File: config.mk
export PLATFORM = sky130hd
export DESIGN_NAME = ampcd_top
export DESIGN_NICKNAME = d
export VERILOG_FILES = /design/src/pkg/ampcd_pkg.sv /design/src/pkg/ampcd_pin_if.sv /design/src/core/ampcd_top.sv /design/src/core/ampcd_sync.sv
export SDC_FILE = /design/constraint.sdc
export NUM_CORES = 1
export LEC_CHECK = 0
export ABC_AREA = 1
export BUFFER_PORTS_ARGS = -buffer_cell sky130_fd_sc_hd__buf_2
export CAP_MARGIN = 20
export CORE_ASPECT_RATIO = 1.2
export CORE_MARGIN = 10
export CORE_UTILIZATION = 55
export DETAILED_ROUTE_END_ITERATION = 7
export PLACE_DENSITY = 0.85
export SYNTH_ARGS = -nofsm -noshare
export SYNTH_HDL_FRONTEND = slang
export SYNTH_SLANG_ARGS = --single-unit
File: constraint.sdc
create_clock -name MCLK -period 2.61 [get_ports MCLK]
set_clock_uncertainty 0.2 [all_clocks]
set_input_delay 0.522 -clock MCLK [delete_from_list [all_inputs] [get_ports MCLK]]
set_output_delay 0.522 -clock MCLK [all_outputs]
set_load 0.01 [all_outputs]
File: src/pkg/ampcd_pkg.sv
package ampcd_pkg;

  // ----------------------------------------------------------------
  // Configuration pin bus layout
  // ----------------------------------------------------------------
  localparam int CFG_W = 7;              // Number of strap pins watched
  localparam int CFG_HR = 0;             // High-resolution select bit
  localparam int CFG_FMT = 1;            // Interface format bit
  localparam int CFG_ROLE = 2;           // Frame role bit
  localparam int CFG_FILT = 3;           // Filter select, two bits
  localparam int CFG_OSR = 5;            // Decimation select, two bits
  localparam int SYNC_STAGES = 2;        // Flops in the pin synchroniser

  // ----------------------------------------------------------------
  // Filter path codes
  // ----------------------------------------------------------------
  localparam logic [1:0] FILT_WB1 = 2'h0; // Wideband filter 1
  localparam logic [1:0] FILT_WB2 = 2'h1; // Wideband filter 2
  localparam logic [1:0] FILT_LL = 2'h2;  // Low-latency sinc filter
  localparam logic [1:0] FILT_RSV = 2'h3; // Reserved code

  // ----------------------------------------------------------------
  // Decimation ratios
  // ----------------------------------------------------------------
  localparam logic [11:0] WB_RATIO_0 = 12'h020; // 32
  localparam logic [11:0] WB_RATIO_1 = 12'h040; // 64
  localparam logic [11:0] WB_RATIO_2 = 12'h080; // 128
  localparam logic [11:0] WB_RATIO_3 = 12'h100; // 256
  localparam logic [11:0] LL_RATIO_0 = 12'h020; // 32
  localparam logic [11:0] LL_RATIO_1 = 12'h080; // 128
  localparam logic [11:0] LL_RATIO_2 = 12'h200; // 512
  localparam logic [11:0] LL_RATIO_3 = 12'h800; // 2048

  // ----------------------------------------------------------------
  // Timing counts in master-clock periods or output words
  // ----------------------------------------------------------------
  localparam logic [11:0] FILT_DELAY_CYC = 12'h004; // Change to first sample
  localparam logic [6:0] WB_SETTLE_WORDS = 7'h54;   // 84 words, wideband
  localparam logic [6:0] LL_SETTLE_WORDS = 7'h03;   // Low-latency settle
  localparam logic [2:0] GUARD_SLAVE = 3'h5;        // Change to frame edge
  localparam logic [2:0] GUARD_MASTER = 3'h1;       // Change to own frame
  localparam logic [2:0] GUARD_SAT = 3'h7;          // Guard counter ceiling
  localparam logic [1:0] WARM_CYC = 2'h3;           // Power-up fill, one past synchroniser depth

  // ----------------------------------------------------------------
  // Reset values of the outputs that idle high
  // ----------------------------------------------------------------
  localparam logic DATA_READY_N_N_RST = 1'b1;   // Data-ready idles inactive
  localparam logic DOUT_LOW_RST = 1'b1; // Data output idles held low

  // ----------------------------------------------------------------
  // Sequencer states
  // ----------------------------------------------------------------
  typedef enum logic [2:0] {
    ST_IDLE,
    ST_DELAY,
    ST_WAIT_FRAME,
    ST_SETTLE,
    ST_RUN
  } ampcd_state_t;

  // Ratio lookup from filter path and decimation code
  function automatic logic [11:0] ampcd_ratio(input logic [1:0] filt, input logic [1:0] osr);
    logic [11:0] r;
    r = WB_RATIO_0;
    if (filt == FILT_LL) begin
      unique case (osr)
        2'h0: r = LL_RATIO_0;
        2'h1: r = LL_RATIO_1;
        2'h2: r = LL_RATIO_2;
        2'h3: r = LL_RATIO_3;
      endcase
    end else begin
      unique case (osr)
        2'h0: r = WB_RATIO_0;
        2'h1: r = WB_RATIO_1;
        2'h2: r = WB_RATIO_2;
        2'h3: r = WB_RATIO_3;
      endcase
    end
    return r;
  endfunction : ampcd_ratio

endpackage : ampcd_pkg

File: src/pkg/ampcd_pin_if.sv
interface ampcd_pin_if import ampcd_pkg::*; ();
  logic [CFG_W-1:0] raw;    // Strap pins as they arrive
  logic [CFG_W-1:0] synced; // Strap pins after the synchroniser
  modport sync_mp (input raw, output synced);
  modport use_mp (output raw, input synced);
endinterface : ampcd_pin_if

File: src/core/ampcd_top.sv
module ampcd_top import ampcd_pkg::*; (
  input wire logic MCLK, // Master clock
  input wire logic RST_N, // Asynchronous reset, active low
  input wire logic HIGH_RES_SELECT, // Power mode strap
  input wire logic FORMAT_SELECT, // Interface format strap
  input wire logic FRAME_ROLE_SELECT, // Frame role strap
  input wire logic [1:0] FILTER_SELECT, // Filter path strap
  input wire logic [1:0] DECIMATION_RATIO_SELECT, // Ratio strap
  input wire logic START, // Conversion run level
  input wire logic FRAME_STROBE, // Frame strobe from host, slave role
  output logic HIGH_RES_MODE, // High-resolution mode active
  output logic LOW_POWER_MODE, // Low-power mode active
  output logic SPI_MODE, // SPI interface selected
  output logic FRAME_MASTER, // Frame-sync master role selected
  output logic [1:0] FILTER_PATH, // Decoded filter path
  output logic [11:0] DECIMATION_RATIO, // Decoded ratio
  output logic CONFIG_RESET, // Internal reset pulse on change
  output logic MODULATOR_SAMPLE, // First modulator sample pulse
  output logic WORD_STROBE, // Output word pulse
  output logic DATA_READY_N, // Data ready, active low
  output logic DOUT_HOLD_LOW, // Data outputs forced low
  output logic FRAME_STROBE_OUT // Frame strobe driven in master role
);

  // ----------------------------------------------------------------
  // State of the whole block
  // ----------------------------------------------------------------
  typedef struct packed {
    logic [1:0] warm; // Power-up fill counter
    logic [CFG_W-1:0] cfg; // Applied strap image
    logic hr; // Decoded high-res
    logic spi; // Decoded SPI interface
    logic master; // Decoded frame master
    logic [1:0] filt; // Decoded filter path
    logic [11:0] ratio; // Decoded ratio
    ampcd_state_t st; // Sequencer state
    logic [11:0] cnt; // Delay or word counter
    logic [6:0] settle; // Words left before data settle
    logic [2:0] guard; // Cycles since last change
    logic fs_prev; // Frame strobe last cycle
    logic cfg_rst; // Reset pulse
    logic mod_smp; // First sample pulse
    logic word; // Word pulse
    logic data_ready_n_n; // Data ready, active low
    logic dout_low; // Data outputs held low
    logic fs_out; // Own frame strobe
  } ampcd_top_state_t;

  localparam ampcd_top_state_t S_RST = '{
    st: ST_IDLE,
    data_ready_n_n: DATA_READY_N_N_RST,
    dout_low: DOUT_LOW_RST,
    default: '0
  };

  ampcd_top_state_t s_ff; // Registered state
  ampcd_top_state_t nxt_s; // Next state
  logic changed; // Synced pins differ from applied image
  logic fs_rise; // Rising frame strobe from host
  logic guard_ok; // Frame edge may now be honoured

  // ----------------------------------------------------------------
  // Pin synchroniser
  // ----------------------------------------------------------------
  ampcd_pin_if pins ();

  assign pins.raw = {DECIMATION_RATIO_SELECT, FILTER_SELECT, FRAME_ROLE_SELECT, FORMAT_SELECT, HIGH_RES_SELECT};

  // Two flops ahead of decode and compare, one event per edge
  ampcd_sync #(
    .W(CFG_W)
  ) u_sync (
    .clk(MCLK),
    .rst_n(RST_N),
    .pins(pins)
  );

  // ----------------------------------------------------------------
  // Next-state logic
  // ----------------------------------------------------------------

  // Change detect, start control, sample delay and settle sequence
  always_comb begin
    nxt_s = s_ff;
    nxt_s.cfg_rst = 1'b0;
    nxt_s.mod_smp = 1'b0;
    nxt_s.word = 1'b0;
    nxt_s.fs_out = 1'b0;
    nxt_s.fs_prev = FRAME_STROBE;
    fs_rise = FRAME_STROBE & ~s_ff.fs_prev;
    changed = (pins.synced != s_ff.cfg);
    guard_ok = s_ff.master ? (s_ff.guard >= GUARD_MASTER) : (s_ff.guard >= GUARD_SLAVE);
    // Saturating count of cycles since the last change
    if (s_ff.guard != GUARD_SAT) begin
      nxt_s.guard = s_ff.guard + 3'h1;
    end
    if (s_ff.warm != WARM_CYC) begin
      // Power-up: adopt the straps silently while the synchroniser fills
      nxt_s.warm = s_ff.warm + 2'h1;
      nxt_s.cfg = pins.synced;
    end else if (changed) begin
      // Apply new straps on the third edge after the pin edge
      nxt_s.cfg = pins.synced;
      nxt_s.cfg_rst = 1'b1;
      nxt_s.guard = '0;
      nxt_s.data_ready_n_n = 1'b1;
      nxt_s.dout_low = 1'b1;
      nxt_s.cnt = FILT_DELAY_CYC - 12'h001;
      nxt_s.st = START ? ST_DELAY : ST_IDLE;
    end else if (!START) begin
      // Stopped: filter held in reset, outputs show no data
      nxt_s.st = ST_IDLE;
      nxt_s.data_ready_n_n = 1'b1;
      nxt_s.dout_low = 1'b1;
    end else begin
      unique case (s_ff.st)
        // Start just went high: restart the filter
        ST_IDLE: begin
          nxt_s.st = ST_DELAY;
          nxt_s.cnt = FILT_DELAY_CYC - 12'h001;
        end
        // Count down to the first modulator sample
        ST_DELAY: begin
          if (s_ff.cnt == 12'h000) begin
            nxt_s.mod_smp = 1'b1;
            nxt_s.cnt = s_ff.ratio - 12'h001;
            nxt_s.settle = (s_ff.filt == FILT_LL) ? LL_SETTLE_WORDS : WB_SETTLE_WORDS;
            nxt_s.st = s_ff.spi ? ST_SETTLE : ST_WAIT_FRAME;
          end else begin
            nxt_s.cnt = s_ff.cnt - 12'h001;
          end
        end
        // Frame mode: release filter on the first allowed frame edge
        ST_WAIT_FRAME: begin
          if (guard_ok && (s_ff.master || fs_rise)) begin
            nxt_s.st = ST_SETTLE;
            nxt_s.fs_out = s_ff.master;
            nxt_s.cnt = s_ff.ratio - 12'h001;
          end
        end
        // Words run; data withheld until the settle count expires
        ST_SETTLE: begin
          if (s_ff.cnt == 12'h000) begin
            nxt_s.cnt = s_ff.ratio - 12'h001;
            nxt_s.word = 1'b1;
            nxt_s.fs_out = s_ff.master;
            if (s_ff.settle == 7'h01) begin
              nxt_s.st = ST_RUN;
              nxt_s.data_ready_n_n = ~s_ff.spi;
              nxt_s.dout_low = 1'b0;
            end else begin
              nxt_s.settle = s_ff.settle - 7'h01;
            end
          end else begin
            nxt_s.cnt = s_ff.cnt - 12'h001;
          end
        end
        // Settled: one data-ready pulse per word in SPI mode; frame mode keeps data-ready high
        ST_RUN: begin
          nxt_s.data_ready_n_n = 1'b1;
          if (s_ff.cnt == 12'h000) begin
            nxt_s.cnt = s_ff.ratio - 12'h001;
            nxt_s.word = 1'b1;
            nxt_s.fs_out = s_ff.master;
            nxt_s.data_ready_n_n = ~s_ff.spi;
          end else begin
            nxt_s.cnt = s_ff.cnt - 12'h001;
          end
        end
      endcase
    end
    // Decode the applied image; reserved filter code runs as wideband 1
    nxt_s.hr = nxt_s.cfg[CFG_HR];
    nxt_s.spi = ~nxt_s.cfg[CFG_FMT];
    nxt_s.master = nxt_s.cfg[CFG_FMT] & nxt_s.cfg[CFG_ROLE];
    nxt_s.filt = (nxt_s.cfg[CFG_FILT +: 2] == FILT_RSV) ? FILT_WB1 : nxt_s.cfg[CFG_FILT +: 2];
    nxt_s.ratio = ampcd_ratio(nxt_s.filt, nxt_s.cfg[CFG_OSR +: 2]);
  end

  // ----------------------------------------------------------------
  // State register
  // ----------------------------------------------------------------

  // Whole state in one register
  always_ff @(posedge MCLK or negedge RST_N) begin
    if (!RST_N) begin
      s_ff <= S_RST;
    end else begin
      s_ff <= nxt_s;
    end
  end

  // ----------------------------------------------------------------
  // Outputs, all straight from the state register
  // ----------------------------------------------------------------
  assign HIGH_RES_MODE = s_ff.hr;
  assign LOW_POWER_MODE = ~s_ff.hr;
  assign SPI_MODE = s_ff.spi;
  assign FRAME_MASTER = s_ff.master;
  assign FILTER_PATH = s_ff.filt;
  assign DECIMATION_RATIO = s_ff.ratio;
  assign CONFIG_RESET = s_ff.cfg_rst;
  assign MODULATOR_SAMPLE = s_ff.mod_smp;
  assign WORD_STROBE = s_ff.word;
  assign DATA_READY_N = s_ff.data_ready_n_n;
  assign DOUT_HOLD_LOW = s_ff.dout_low;
  assign FRAME_STROBE_OUT = s_ff.fs_out;

endmodule : ampcd_top

File: src/core/ampcd_sync.sv
module ampcd_sync import ampcd_pkg::*; #(
  parameter int W = CFG_W // Width of the pin bus
) (
  input wire logic clk, // Master clock
  input wire logic rst_n, // Asynchronous reset, active low
  ampcd_pin_if.sync_mp pins // Raw in, synchronised out
);

  // ----------------------------------------------------------------
  // Two-stage synchroniser state
  // ----------------------------------------------------------------
  typedef struct packed {
    logic [W-1:0] stage1; // First flop, read only by the second
    logic [W-1:0] stage2; // Second flop, safe to use
  } ampcd_sync_state_t;

  ampcd_sync_state_t s_ff; // Registered state
  ampcd_sync_state_t nxt_s; // Next state

  // Shift the pins through both stages
  always_comb begin
    nxt_s = s_ff;
    nxt_s.stage1 = pins.raw;
    nxt_s.stage2 = s_ff.stage1;
  end

  // Register the stages
  always_ff @(posedge clk or negedge rst_n) begin
    if (!rst_n) begin
      s_ff <= '0;
    end else begin
      s_ff <= nxt_s;
    end
  end

  assign pins.synced = s_ff.stage2; // Only the second stage leaves

endmodule : ampcd_sync

* After elaboration in Yosys (flattened, before gate mapping) *
Cells that the tools add are included.

cells by class
  add/sub/neg operators = 5
  order comparisons = 2
  eq/ne operators = 27
  mux-type cells = 45
  bitwise operators = 8
  reductions and logical operators = 13

operators with widths
  kind                                                                    number
  12-bit case mux with 4 select lines                                     2
  7-bit 2-to-1 mux                                                        6
  12-bit case mux with 3 select lines                                     1
  15-bit 2-to-1 mux                                                       2
  12-bit 2-to-1 mux                                                       2
  12-bit by 1-bit subtractor with 12-bit output (second input constant)   2
  3-bit 2-to-1 mux                                                        7
  19-bit 2-to-1 mux                                                       1
  4-bit != test (second input constant)                                   4
  2-bit 2-to-1 mux                                                        7
  7-bit case mux with 2 select lines                                      1
  12-bit zero test                                                        1
  3-bit case mux with 4 select lines                                      1
  1-bit 2-to-1 mux                                                        11
  2-bit equality test (second input constant)                             5
  3-bit by 1-bit != test with 1-bit output (second input constant)        3
  2-bit != test (second input constant)                                   4
  4-bit AND reduction                                                     2
  7-bit by 1-bit equality test with 1-bit output (second input constant)  1
  7-bit != test                                                           1
  7-bit AND reduction                                                     1
  7-bit by 1-bit subtractor with 7-bit output (second input constant)     1
  3-bit by 2-bit equality test with 1-bit output (second input constant)  2
  6-bit 2-to-1 mux                                                        1
  other kinds (23)                                                        31

storage, ports and cells
  register bits after elaboration = 72
  output and inout port bits = 24

* Longest topological paths before layout *
  word-level depth = 9
  gate-level depth with buffers = 12
  gate-level depth less buffers = 12

* Modules after synthesis *
A second synthesis with hierarchy kept.

second synthesis, totals
  cells, all modules = 448
  area, all modules = 3,507.1 µm²

by module, submodules not included
  module      times used  cells each  area each (µm²)  seq. area each (µm²)
  ampcd_top   1           434         3,156.8          1,278.7
  ampcd_sync  1           14          350.3            350.3

* Worst setup path after synthesis *
OpenSTA, ideal clock, no wires.

  path kind = register to register
  from = reg s_ff[17] (netlist bit)
  to = reg s_ff[31] (netlist bit)
  data arrival time = 1.479 ns
  setup slack = 0.814 ns
  cell stages (with the launch flop) = 12
  buffers on the path = 0
  period minus slack after synthesis = 1.796 ns
  cell sequence = dfrtp_1 -> inv_1 -> ha_1 -> nand3_1 -> nor2_1 -> nand2_2 -> nand2_1 -> nand3_1 -> nand2_1 -> nand3_2 -> nand2_1 -> nand2_1

between the ends
  longest elaborated chain between the ends = 3

RTL lines
  what                             line                                source
  start: declaration               ampcd_top.sv:56                     ampcd_top_state_t s_ff;
  start signal: assignment         ampcd_top.sv:189                    s_ff <= nxt_s;
  12-bit zero test *               ampcd_top.sv:124, ampcd_top.sv:143
  4-bit != test (no line)          n/a
  6-bit AND reduction (no line) *  n/a

Mark *: on every way between the ends. The rest lies on a longest branch, timed or not.
A chain may end at the register's enable or synchronous reset.

* Worst setup path after layout *
  from = reg s_ff[56] (netlist bit)
  to = reg s_ff[17] (netlist bit)

between the ends
  longest elaborated chain between the ends = 3

RTL lines
  what                           line             source
  2-bit != test                  ampcd_top.sv:97  if (s_ff.warm != WARM_CYC) begin
  1-bit NOT (no line)            n/a
  3-bit AND reduction (no line)  n/a

No other way between the ends.

==> impl_metrics.json <==
{
  "outcome": "completed",
  "pwr-share-clk_pct": 39.4,
  "ys_warn_count": 0,
  "cts_buffers": 9,
  "n_antenna_cell": 0,
  "p_sw_share_pct": 26.0,
  "cts.repair.resized": 0,
  "crit_arrival_ns": 2.23,
  "drc": 0,
  "place_hpwl_um": 5870,
  "ys_types": 36,
  "yosysTopAreaCell": "dfrtp_1",
  "route.vias.total": 2951,
  "combPwrFrac_pct": 7.5,
  "clkSlewWorstSetupHoldPaths_ns": 0.08,
  "cts_sinks": 65,
  "drive_gt1_share_pct": 15.2,
  "end_kind": "flip-flop",
  "syn_to_final_growth_pct": 8.74,
  "power_mw": 2.00,
  "htreeDepth": 3,
  "dominantRegCellSynth": "dfrtp_1",
  "hold_class": "input pin to flip-flop",
  "maxCapViolCount": 0,
  "core_region_area_um2": 6370,
  "die_y_um": 108,
  "p_sw_mw": 0.519,
  "cp.required_ns": 2.65,
  "root_buffer": "clkbuf_8",
  "slew_viol_final": 0,
  "worst_slew_pin_slew_ns": 0.518,
  "max_freq_mhz": 456,
  "fin_crit_ns": 2.19,
  "numPortBuffers": 28,
  "n_fill_cell": 534,
  "period_share_pct": 84.0,
  "crit_type": "flip-flop to flip-flop",
  "power_leakage_nw": 2.02,
  "dp_cells": 555,
  "nets": 501,
  "grt_max_degree": 24,
  "syn_inst": 460,
  "synth_area_um2": 3570,
  "postRouteAntennaNets": 0,
  "final_cell_mix": "nand2_1 (120), inv_1 (65), dfrtp_1 (63)",
  "cellPowerDensity_nw_per_um2": 515,
  "grt_pass1_vias": 2895,
  "finalSetupViolCount": 0,
  "finalNonFillerCells": 572,
  "ys_ff_latch": 65,
  "clock_latency_ns": 0.35,
  "p_seq_share_pct": 53.1,
  "ir_drop_mv": 0.392,
  "synth_top_area_share_pct": 44.2,
  "tns_ns": 0,
  "grt_pass1_wl_um": 12900,
  "cts_tree": "done",
  "top_layer_used": "met4",
  "synth_async_sr_flop_share_pct": 100,
  "slew_headroom_pct": 65.4,
  "post_drt_wl_per_cell_um": 13.3,
  "drtIter0Drc": 186,
  "wl_um": 7580,
  "wl_met2_um": 3800,
  "grt_usage_pct": 15.6,
  "final_util_pct": 60.9,
  "met3_wirelength_um": 497,
  "holdPathStages": 1,
  "start_kind": "flip-flop",
  "postCtsHoldBufs": 1,
  "intPower_mw": 1.48,
  "syn_area_per_cell_um2": 7.75,
  "synth_edf_count": 0,
  "grt-ovfl-total": 0,
  "wl_met1_um": 3120,
  "post_cts_buffers": 0,
  "grt_antenna_before_repair": 0,
  "final_hold_viol_count": 0,
  "fp.dieW_um": 93.5,
  "crit_fanout": 14,
  "row_count": 32,
  "rsz0062_at_grt": "no",
  "vias_per_cell": 5.16,
  "rr_worst_depth": 8,
  "synth.area.top_cells": "dfrtp_1 (44%), nand2_1 (13%), inv_1 (6.8%)",
  "layout_commonest_cell": "nand2_1",
  "firstDrtPassIters": 6,
  "yosysSeqAreaShare_pct": 45.7,
  "pin_count": 35,
  "start_util_pct": 56.0,
  "die_area_um2": 10100,
  "gp_congestion": 0.937,
  "cts.path.max_buffers": 2
}
## power groups by stage
stage | Sequential [mW] | Combinational (mW) | Clock [mW]
final | 1.06 | 0.150 | 0.787
after global routing | 1.06 | 0.170 | 0.848
after CTS | 1.06 | 0.152 | 0.802
after detailed placement | 1.08 | 0.150 | 0
after global placement | 1.08 | 0.144 | 0
after floorplan | 1.07 | 0.107 | 0
## metrics by stage
step	instance area, µm²	hold WS [ns]	setup slack, ns
global placement	3680	0.133	0.578
CTS	3880	0.0644	0.458
floorplan	3580	0.0264	0.814
global route	3880	0.0643	0.296
finish	3880	0.0800	0.418
detailed placement	3680	0.137	0.470
## worst max-delay path, cell delays in order (launching register included)
cell	delay [ns]
dfrtp_1	0.37
ha_1	0.40
nand2_1	0.16
inv_1	0.10
nand2_1	0.10
nor2_2	0.45
nand3_1	0.13
o21ai_0	0.11
inv_1	0.07
## final timing paths
| path | to | from | slack [ns] |
|---|---|---|---|
| max in group asynchronous | DOUT_HOLD_LOW | RST_N | 1.02 |
| worst min register to register | u_sync.pins.synced[3] | u_sync.nxt_s[3] | 0.15 |
| worst min-delay path | u_sync.nxt_s[4] | FILTER_SELECT[1] | 0.08 |
| worst max-delay path | s_ff[17] | s_ff[56] | 0.42 |
| min in group asynchronous | s_ff[22] | RST_N | 0.46 |
| worst max register to register | s_ff[17] | s_ff[56] | 0.42 |
## routing by layer
layer | global-route usage [%] | up-vias
met3 | 4.58 | 17
li1 | - | 1449
met5 | 0 | -
met4 | 6.40 | 0
met2 | 26.9 | 104
met1 | 17.5 | 1381
## final cells by class
| class | count | area, µm² | area share (%) |
|---|---|---|---|
| sequential | 65 | 1630 | 42.0 |
| multi-input combinational | 303 | 1520 | 39.2 |
| clock inverter | 4 | 27.5 | 0.710 |
| tap | 85 | 106 | 2.74 |
| clock buffer | 12 | 155 | 4.00 |
| timing repair buffer | 32 | 173 | 4.45 |
| inverter | 71 | 267 | 6.87 |
## state kept, by name, indices dropped and copies added (netlist names)
name                count
s_ff                   35
u_sync.nxt_s            7
u_sync.pins.synced      7
DECIMATION_RATIO        6
FILTER_PATH             2
CONFIG_RESET            1
DATA_READY_N            1
DOUT_HOLD_LOW           1
FRAME_MASTER            1
FRAME_STROBE_OUT        1
MODULATOR_SAMPLE        1
SPI_MODE                1
WORD_STROBE             1
## Yosys cell counts, types with 8 or more instances
| master | number |
|---|---|
| buf_4 | 15 |
| dfrtp_1 | 63 |
| ha_1 | 8 |
| inv_1 | 65 |
| nand2_1 | 120 |
| nand3_1 | 32 |
| nand4_1 | 9 |
| nor2_1 | 46 |
| nor3_1 | 9 |
| o21ai_0 | 19 |
| xor2_1 | 10 |
## logic make-up after synthesis
logic type,share of synthesized area (%)
and+or+nand+nor,30.2
buffers and inverters,12.2
DFF,45.7
AOI/OAI and AO/OA,5.54
xor gates and xnor gates,3.44
adders and majority gates,2.81
other,0.105
Power figures use the tool's default switching activity.
